**config.mk**
```make
export PLATFORM = sky130hd
export DESIGN_NAME = dpba_host_port
export DESIGN_NICKNAME = d
export VERILOG_FILES = /design/src/design/dpba_pkg.sv /design/src/design/dpba_sync.sv /design/src/design/dpba_host_port.sv
export SDC_FILE = /design/constraint.sdc
export NUM_CORES = 1
export LEC_CHECK = 0
export ABC_AREA = 1
export BUFFER_PORTS_ARGS = -buffer_cell sky130_fd_sc_hd__buf_2
export CAP_MARGIN = 20
export CELL_PAD_IN_SITES_DETAIL_PLACEMENT = 1
export CELL_PAD_IN_SITES_GLOBAL_PLACEMENT = 2
export CORE_ASPECT_RATIO = 0.5
export CORE_MARGIN = 2
export CORE_UTILIZATION = 33
export CTS_BUF_LIST = sky130_fd_sc_hd__clkbuf_4
export CTS_CLUSTER_SIZE = 40
export DETAILED_ROUTE_END_ITERATION = 7
export PLACE_DENSITY = 0.8
export RECOVER_POWER = 100
export REMOVE_ABC_BUFFERS = 1
export SLEW_MARGIN = 10
export SYNTH_ARGS = -nofsm -noshare
export SYNTH_HDL_FRONTEND = slang
export SYNTH_SLANG_ARGS = --single-unit
```
**constraint.sdc**
```tcl
create_clock -name clk -period 3.1 [get_ports clk]
set_clock_uncertainty 0.15 [all_clocks]
set_input_delay 0.31 -clock clk [delete_from_list [all_inputs] [get_ports clk]]
set_output_delay 0.31 -clock clk [all_outputs]
set_load 0.03 [all_outputs]
```
**src/design/dpba_pkg.sv**
```systemverilog
package dpba_pkg;

  localparam int CLK_PERIOD_NS = 50;
  localparam int SYNC_STAGES = 2;

  // Device timing figures, in nanoseconds.
  localparam int T_FLAG_FROM_MATCH_NS = 45;
  localparam int CONTENTION_FLAG_FROM_SELECT_NS = 40;
  localparam int CONTENTION_RELEASE_FROM_DESELECT_NS = 35;
  localparam int CONTENTION_INPUT_TO_WRITE_NS = 0;
  localparam int WRITE_HOLD_AFTER_CONTENTION_NS = 25;
  localparam int T_WRITE_PULSE_NS = 25;
  localparam int T_RELEASE_TO_DATA_NS = 45;
  localparam int T_STROBE_TO_DATA_NS = 95;
  localparam int T_DATA_TO_DATA_NS = 80;

  function automatic int dpba_cyc_up(input int ns);
    int c;
    c = (ns + CLK_PERIOD_NS - 1) / CLK_PERIOD_NS;
    return (c < 1) ? 1 : c;
  endfunction : dpba_cyc_up

  function automatic int dpba_cyc_dn(input int ns);
    int c;
    c = ns / CLK_PERIOD_NS;
    return (c < 1) ? 1 : c;
  endfunction : dpba_cyc_dn

  function automatic int dpba_max(input int a, input int b);
    return (a > b) ? a : b;
  endfunction : dpba_max

  localparam int FLAG_SETTLE_CYC = dpba_max(dpba_cyc_dn(T_FLAG_FROM_MATCH_NS),
                                            dpba_cyc_dn(CONTENTION_FLAG_FROM_SELECT_NS));
  localparam int SETTLE_CYC = FLAG_SETTLE_CYC + SYNC_STAGES;
  localparam int INPUT_LEAD_CYC = dpba_cyc_up(CONTENTION_INPUT_TO_WRITE_NS);
  localparam int WRITE_HOLD_CYC = dpba_cyc_up(WRITE_HOLD_AFTER_CONTENTION_NS);
  localparam int WRITE_CYC = dpba_max(dpba_cyc_up(T_WRITE_PULSE_NS), WRITE_HOLD_CYC);
  localparam int READ_CYC = dpba_cyc_up(T_RELEASE_TO_DATA_NS) + SYNC_STAGES;
  localparam int RELEASE_CYC = dpba_cyc_up(CONTENTION_RELEASE_FROM_DESELECT_NS);
  localparam int POST_CYC = dpba_max(dpba_cyc_up(T_STROBE_TO_DATA_NS), dpba_cyc_up(T_DATA_TO_DATA_NS));
  localparam int CNT_W = 4;

  localparam logic [CNT_W-1:0] CNT_ZERO = 4'h0;
  localparam logic [CNT_W-1:0] CNT_ONE = 4'h1;

endpackage : dpba_pkg

```
**src/design/dpba_sync.sv**
```systemverilog
module dpba_sync import dpba_pkg::*; #(
  parameter int WIDTH = 1
) (
  // Clock and reset.
  input wire logic clk,
  input wire logic rst,
  // Asynchronous levels in, synchronised levels out.
  input wire logic [WIDTH-1:0] async_in,
  output logic [WIDTH-1:0] sync_out
);

  typedef struct packed {
    logic [WIDTH-1:0] meta;
    logic [WIDTH-1:0] stable;
  } dpba_sync_t;

  dpba_sync_t st_r;
  dpba_sync_t st_nxt;

  always_comb begin
    st_nxt.meta = async_in;
    st_nxt.stable = st_r.meta;
  end

  // Idle pins are high, so the flops start high to avoid a false strobe.
  always_ff @(posedge clk or posedge rst) begin
    if (rst) begin
      st_r <= '1;
    end else begin
      st_r <= st_nxt;
    end
  end

  assign sync_out = st_r.stable;

endmodule : dpba_sync

```
**src/design/dpba_host_port.sv**
```systemverilog
// Contract
// RULE1: Device grants the port settling first, given the arbitration setup margin.
// RULE2: Near-simultaneous contention still flags busy on exactly one side.
// RULE3: In slave configuration the device makes no winner decision itself.
// RULE4: In slave mode busy input must be asserted before write strobe starts.
// RULE5: Keep write strobe active the hold time after busy releases.
// RULE6: That hold applies in both master and slave configuration.
// RULE7: Master flags busy within the address-match delay.
// RULE8: Master releases busy within the delay after addresses stop matching.
// RULE9: Master flags busy within the delay after enable falls on a match.
// RULE10: Master releases busy within the delay after the enable rises.
// RULE11: Written data reaches the other port within the strobe-to-data delay.
// RULE12: Written data reaches the other port within the data-to-data delay.
// RULE13: Read data is valid within the bound after busy releases.
// RULE14: Select makes busy pins outputs on master, inputs on slave.
// RULE15: Writes on a port driven busy by a master are ignored internally.
// RULE16: Busy is never low on both ports; high unless enabled on a match.
module dpba_host_port import dpba_pkg::*; #(
  parameter int AW = 12,
  parameter int DW = 16
) (
  // Clock and reset.
  input wire logic clk,
  input wire logic rst,
  // User request side.
  input wire logic req_valid,
  output logic req_ready,
  input wire logic req_write,
  input wire logic [AW-1:0] req_addr,
  input wire logic [DW-1:0] req_wdata,
  output logic rsp_valid,
  output logic [DW-1:0] rsp_rdata,
  // Board straps and cascade.
  input wire logic slave_mode,
  input wire logic cascade_busy_n,
  // Memory port pins.
  output logic ce_n,
  output logic rw_n,
  output logic oe_n,
  output logic [AW-1:0] addr,
  input wire logic [DW-1:0] dq_i,
  output logic [DW-1:0] dq_o,
  output logic dq_oe,
  input wire logic busy_n_i,
  output logic busy_n_o,
  output logic busy_n_oe
);

  if (AW < 1 || DW < 1 || POST_CYC > 15 || SETTLE_CYC > 15 || READ_CYC > 15) begin : g_chk
    $error("dpba_host_port: widths or cycle counts out of range");
  end

  typedef enum {ST_IDLE, ST_SETTLE, ST_WRITE, ST_POST, ST_READ} dpba_state_t;

  typedef struct packed {
    dpba_state_t st;
    logic [CNT_W-1:0] cnt;
    logic write;
    logic slave;
    logic ce_n;
    logic rw_n;
    logic oe_n;
    logic dq_oe;
    logic [AW-1:0] addr;
    logic [DW-1:0] wdata;
    logic [DW-1:0] rdata;
    logic rsp;
  } dpba_host_t;

  dpba_host_t st_r;
  dpba_host_t st_nxt;
  logic mode_s;
  logic master_s;
  logic casc_s;
  logic busy_s;
  logic [DW-1:0] dq_s;
  logic cont;

  dpba_sync #(
    .WIDTH(DW + 3)
  ) u_sync (
    .clk(clk),
    .rst(rst),
    .async_in({!slave_mode, cascade_busy_n, busy_n_i, dq_i}),
    .sync_out({master_s, casc_s, busy_s, dq_s})
  );

  // The strap is inverted through the synchroniser so that its reset level means master.
  // Otherwise the busy pin would be driven against the device for two cycles after reset.
  assign mode_s = !master_s;

  // The host treats the cascade busy as its own contention on a slave. [RULE3] [RULE14]
  // Either side may lose the race, so every access waits out its own flag. [RULE1] [RULE2] [RULE16]
  assign cont = st_r.slave ? !casc_s : !busy_s;

  always_comb begin
    st_nxt = st_r;
    st_nxt.rsp = 1'b0;
    case (st_r.st)
      ST_IDLE: begin
        if (req_valid) begin
          st_nxt.write = req_write;
          st_nxt.addr = req_addr;
          st_nxt.wdata = req_wdata;
          st_nxt.ce_n = 1'b0;
          st_nxt.oe_n = req_write;
          st_nxt.cnt = CNT_W'(SETTLE_CYC);
          st_nxt.st = ST_SETTLE;
        end else begin
          st_nxt.slave = mode_s;
        end
      end
      // Wait for the device busy flag to show through the synchroniser. [RULE7] [RULE9]
      ST_SETTLE: begin
        if (st_r.cnt != CNT_ZERO) begin
          st_nxt.cnt = st_r.cnt - CNT_ONE;
        end else if (st_r.write) begin
          st_nxt.rw_n = 1'b0;
          st_nxt.dq_oe = 1'b1;
          st_nxt.cnt = CNT_W'(WRITE_CYC);
          st_nxt.st = ST_WRITE;
        end else begin
          st_nxt.cnt = CNT_W'(READ_CYC);
          st_nxt.st = ST_READ;
        end
      end
      // Contention restarts the count, so the strobe outlasts busy by the hold time. [RULE5] [RULE6] [RULE15]
      ST_WRITE: begin
        if (cont) begin
          st_nxt.cnt = CNT_W'(WRITE_CYC);
        end else if (st_r.cnt != CNT_ONE) begin
          st_nxt.cnt = st_r.cnt - CNT_ONE;
        end else begin
          st_nxt.rw_n = 1'b1;
          st_nxt.cnt = CNT_W'(dpba_max(POST_CYC, RELEASE_CYC));
          st_nxt.st = ST_POST;
        end
      end
      // Done is held back until the opposite port can see the data. [RULE11] [RULE12] [RULE10]
      ST_POST: begin
        st_nxt.dq_oe = 1'b0;
        st_nxt.ce_n = 1'b1;
        if (st_r.cnt != CNT_ONE) begin
          st_nxt.cnt = st_r.cnt - CNT_ONE;
        end else begin
          st_nxt.rsp = 1'b1;
          st_nxt.st = ST_IDLE;
        end
      end
      // Data is taken only after busy has been gone for the release-to-data bound. [RULE13] [RULE8]
      ST_READ: begin
        if (cont) begin
          st_nxt.cnt = CNT_W'(READ_CYC);
        end else if (st_r.cnt != CNT_ONE) begin
          st_nxt.cnt = st_r.cnt - CNT_ONE;
        end else begin
          st_nxt.rdata = dq_s;
          st_nxt.ce_n = 1'b1;
          st_nxt.oe_n = 1'b1;
          st_nxt.rsp = 1'b1;
          st_nxt.st = ST_IDLE;
        end
      end
      default: begin
        st_nxt.st = ST_IDLE;
      end
    endcase
  end

  always_ff @(posedge clk or posedge rst) begin
    if (rst) begin
      st_r.st <= ST_IDLE;
      st_r.cnt <= CNT_ZERO;
      st_r.write <= 1'b0;
      st_r.slave <= 1'b0;
      st_r.ce_n <= 1'b1;
      st_r.rw_n <= 1'b1;
      st_r.oe_n <= 1'b1;
      st_r.dq_oe <= 1'b0;
      st_r.addr <= '0;
      st_r.wdata <= '0;
      st_r.rdata <= '0;
      st_r.rsp <= 1'b0;
    end else begin
      st_r <= st_nxt;
    end
  end

  assign req_ready = (st_r.st == ST_IDLE);
  assign rsp_valid = st_r.rsp;
  assign rsp_rdata = st_r.rdata;
  assign ce_n = st_r.ce_n;
  assign rw_n = st_r.rw_n;
  assign oe_n = st_r.oe_n;
  assign addr = st_r.addr;
  assign dq_o = st_r.wdata;
  assign dq_oe = st_r.dq_oe;
  // On a slave the host drives the busy pin from the cascade master. [RULE4] [RULE14]
  assign busy_n_oe = st_r.slave;
  assign busy_n_o = casc_s;

  slave_lead_a: assert property (@(posedge clk) disable iff (rst) // [RULE4]
    $fell(rw_n) && busy_n_oe |-> $past(busy_n_oe, INPUT_LEAD_CYC) && $stable(busy_n_o))
    else $error("write strobe started before slave busy was driven");

  write_hold_a: assert property (@(posedge clk) disable iff (rst) // [RULE5]
    $rose(rw_n) |-> $past(!cont, WRITE_HOLD_CYC) && $past(!ce_n, 1))
    else $error("write strobe ended inside the hold window after busy");

  mode_drive_a: assert property (@(posedge clk) disable iff (rst) // [RULE6]
    st_r.st != ST_IDLE |-> $stable(busy_n_oe))
    else $error("busy pin direction changed during an access");

  strobe_enable_a: assert property (@(posedge clk) disable iff (rst) // [RULE15]
    !rw_n |-> !ce_n && dq_oe && oe_n)
    else $error("write strobe without chip enable or driven data");

  settle_wait_a: assert property (@(posedge clk) disable iff (rst) // [RULE9]
    $fell(ce_n) |-> (rw_n && oe_n == st_r.write)[*3])
    else $error("strobe issued before busy could settle");

  read_wait_a: assert property (@(posedge clk) disable iff (rst) // [RULE13]
    rsp_valid && !st_r.write |-> $past(!cont, 1) && $past(!cont, 2) && $past(!cont, 3))
    else $error("read data taken too soon after busy release");

  post_wait_a: assert property (@(posedge clk) disable iff (rst) // [RULE11]
    $rose(rw_n) |-> !rsp_valid[*2])
    else $error("write reported done before port to port delay");

  ready_idle_a: assert property (@(posedge clk) disable iff (rst) // [RULE10]
    req_ready |-> ce_n && rw_n && !dq_oe)
    else $error("port still enabled while idle");

endmodule : dpba_host_port

```
==> impl_results.md <==
* Worst Setup Slack, final at 0.9400 ns
* Crit path kind: flop to output pin
* Share of the yosys chip area belonging to registers at 0.6134
* Power Dens Cells at 912.1 nW/um^2
* Synth Cell Area at 4000 um^2
* CP cell instances: nor2_1 > nand2_1 > inv_1 > clkbuf_1
* Worst-case clock buffer depth at 2
* Largest area contributor in the netlist: dfrtp_1
* Total number of vias at between 2000 and 3000
* Relative slew slack at 0.2304
* CTS tree: done
* Layout cells sized above 1 at 0.2337
* Average size of a mapped cell at 9.877 um^2
* Post-Route WL at approximately 9000 um
* Largest net degree at the start of global routing at 56
* Pre-CTS setup slack at 1.296 ns
* Die Width at 159.7 um
* Hold Path Class: input pin to flop
* Via density at 4.245
* Ys async rst share at 1.000
* Final Hold Fails at 0
* Resize count post-CTS at 0
* Antenna cells at 0
* Vias in the first global route at 2988
* Final net count at between 500 and 600
* Ports at 103
* Final worst-path cycle share at 0.6968
* Outcome: finished clean
* Share of Yosys cell area claimed by the top area cell type at 0.3441
* Sink Count at 96
* Initial antenna violation count at 0
* Setup TNS at 0 ns
* DR pass1 iterations at 4
* Crit end category: output pin
* Max cap viols at 0
* Total track usage at 0.1429
* Post-DP Area at 4355 um^2
* First-pass GRT wire length at ~15000 um
* Synth area leaders: dfrtp_1, dfstp_2, nand2_1
* FP Rows at 28
* Pleak at 2.472 nW
* Primary FF master, synth: dfrtp_1
* Post-Route Utilization at 0.4123
* Synthesized instance count at 405
* Startpoint Class: flop
* Clk_lat worst skew at about 0.45 ns
* Num CTS Buffers at 9
* Final worst path period need at 2.160 ns
* Routed len/inst at between 10 and 15 um
* H-tree Lvls at 3
* Total grt overflow at 0
* Fin Hold WS at around 0.13 ns
* DR iter-0 viols at 110
* Die Area at 13070 um^2
* I/O Buffers at ~100
* Setup violations, final at 0
* EDFF count, synth at 0
* Hold-fix buffers, CTS at 49
* CP startpoint: st_r[55]$_DFFE_PP0P_
* CP peak stage delay at 0.49 ns
* Initial core utilization at 0.3388
* Peak VDD IR at approximately 0.00033 V
* #FFs+latches synth at 96
* Hpwl dp at 5988 um
* Setup Fix Bufs, Post-CTS at 0
* Yosys warnings at 0
* RD Place Congestion at 0.7867
* Core area at 11810 um^2
* Req. time, crit path at 2.64 ns
* CTS Root Cell: clkbuf_4
* RSZ-0062 raised after global routing: false
* Final slew viol count at 0
* Hold Crit Start: req_valid
* Tightest Pin Transition at 1.154 ns
* Crit path DAT at about 1.7 ns
* R2R Path Start: st_r[55]$_DFFE_PP0P_
* FMAX at 463.0 MHz
* Area Overhead vs Synth at 21.68%
* Post-route ant nets at 0
* Die height at approximately 82 um
* Worst path slowest cell: dfrtp_1
* CP max FO at 6
* Clock-pin transition on the worst setup and hold timing paths at 0.15 ns
* Post-route design area at between 4000 and 5000 um^2
* DRC Markers at 0
* Count of different cell masters after synthesis at 25
## worst max-delay path, delay by kind of cell, from the launching register on
family        cells  cell delay (ns)
buf+inv           2             0.42
flops             1             0.49
simple gates      2             0.34
## report_power, final
part | internal [mW] | switching (mW)
Clock | 0.183 | 0.457
Combinational | 0.524 | 1.44
Sequential | 1.62 | 0.224
Total | 2.32 | 2.12
## sequential cells by signal (all words and copies together) (netlist names)
| signal | count |
|---|---|
| rsp_rdata | 16 |
| dq_oe | 1 |
| addr | 12 |
| busy_n_oe | 1 |
| rw_n | 1 |
| rsp_valid | 1 |
| dq_o | 16 |
| ce_n | 1 |
| u_sync.sync_out | 19 |
| oe_n | 1 |
| u_sync.st_nxt | 19 |
| st_r | 8 |
## stage by stage
stage | power [mW] | cells
global route | 4.817 | 687
global placement | 3.874 | 622
detailed placement | 3.908 | 622
floorplan | 3.269 | 352
CTS | 4.608 | 687
finish | 4.439 | 687
## Yosys cell counts (2+ instances only)
master / number
ha_1: 4
nor2_1: 9
nor2_2: 2
nand3_1: 31
a21oi_1: 3
inv_2: 6
nand2_4: 3
buf_4: 46
nand2_2: 12
dfstp_2: 41
inv_1: 16
inv_4: 2
nor3_1: 3
nand2_1: 152
dfrtp_1: 55
o21ai_0: 4
buf_2: 6
nor2_4: 3
## worst paths after layout
path	slack, ns	cells after the start	end
min in group asynchronous	0.34	3	rsp_rdata[0]$_DFFE_PP0P_
hold reg to reg	0.20	0	u_sync.sync_out[16]$_DFF_PP1_
setup / recovery	0.94	4	req_ready
hold / removal	0.13	4	busy_n_oe$_DFFE_PP0P_
max in group asynchronous	0.97	4	addr[11]$_DFFE_PP0P_
setup reg to reg	0.99	6	st_r[50]$_DFFE_PP0P_
## area by class of cell
class | instances | area (um^2)
Clock buffer | 9 | 67.56
Fill cell | 1431 | 6939
Tap cell | 165 | 206.4
Sequential cell | 96 | 2454
Inverter | 24 | 97.59
Multi-Input combinational cell | 232 | 1030
Timing Repair Buffer | 154 | 947.2
Clock inverter | 7 | 65.06
## routing by layer
| layer | vias to the layer above | track usage | share of wire |
|---|---|---|---|
| li1 | 1426 | - | - |
| met1 | 1423 | 0.1737 | 0.45 |
| met2 | 59 | 0.2541 | 0.50 |
| met3 | 8 | 0.04091 | 0.038 |
| met4 | 0 | 0.03909 | 0.011 |
| met5 | - | 0 | 0 |
## placed cells by master, fill, tap and decap left out, types with 2 or more instances in the layout
cell type / synthesis / routed
clkinv_4: 0 / 2
nand3_1: 31 / 31
nand2_1: 152 / 161
nor3_1: 3 / 3
dfrtp_1: 55 / 55
nor2_4: 3 / 2
nor2_1: 9 / 12
inv_1: 16 / 17
clkbuf_4: 0 / 9
dlygate4sd3_1: 0 / 49
nand2_2: 12 / 3
buf_2: 6 / 47
dfstp_2: 41 / 41
inv_2: 6 / 4
ha_1: 4 / 4
nand2_4: 3 / 3
inv_4: 2 / 4
clkbuf_1: 0 / 57
o21ai_0: 4 / 4
a21oi_1: 3 / 3
## cell families (layout without fill, tap and decap cells)
| family | after synthesis | count (layout) | synth area share |
|---|---|---|---|
| buffers and inverters | 77 | 194 | 0.1204 |
| AO/OA/AOI/OAI | 10 | 10 | 0.01501 |
| XOR/XNOR | 2 | 2 | 0.004380 |
| AND/OR/NAND/NOR | 216 | 216 | 0.2343 |
| adder cells (fa/ha/maj) | 4 | 4 | 0.01251 |
| flip-flops | 96 | 96 | 0.6134 |
Note: power is estimated with default switching activity, not from simulation.
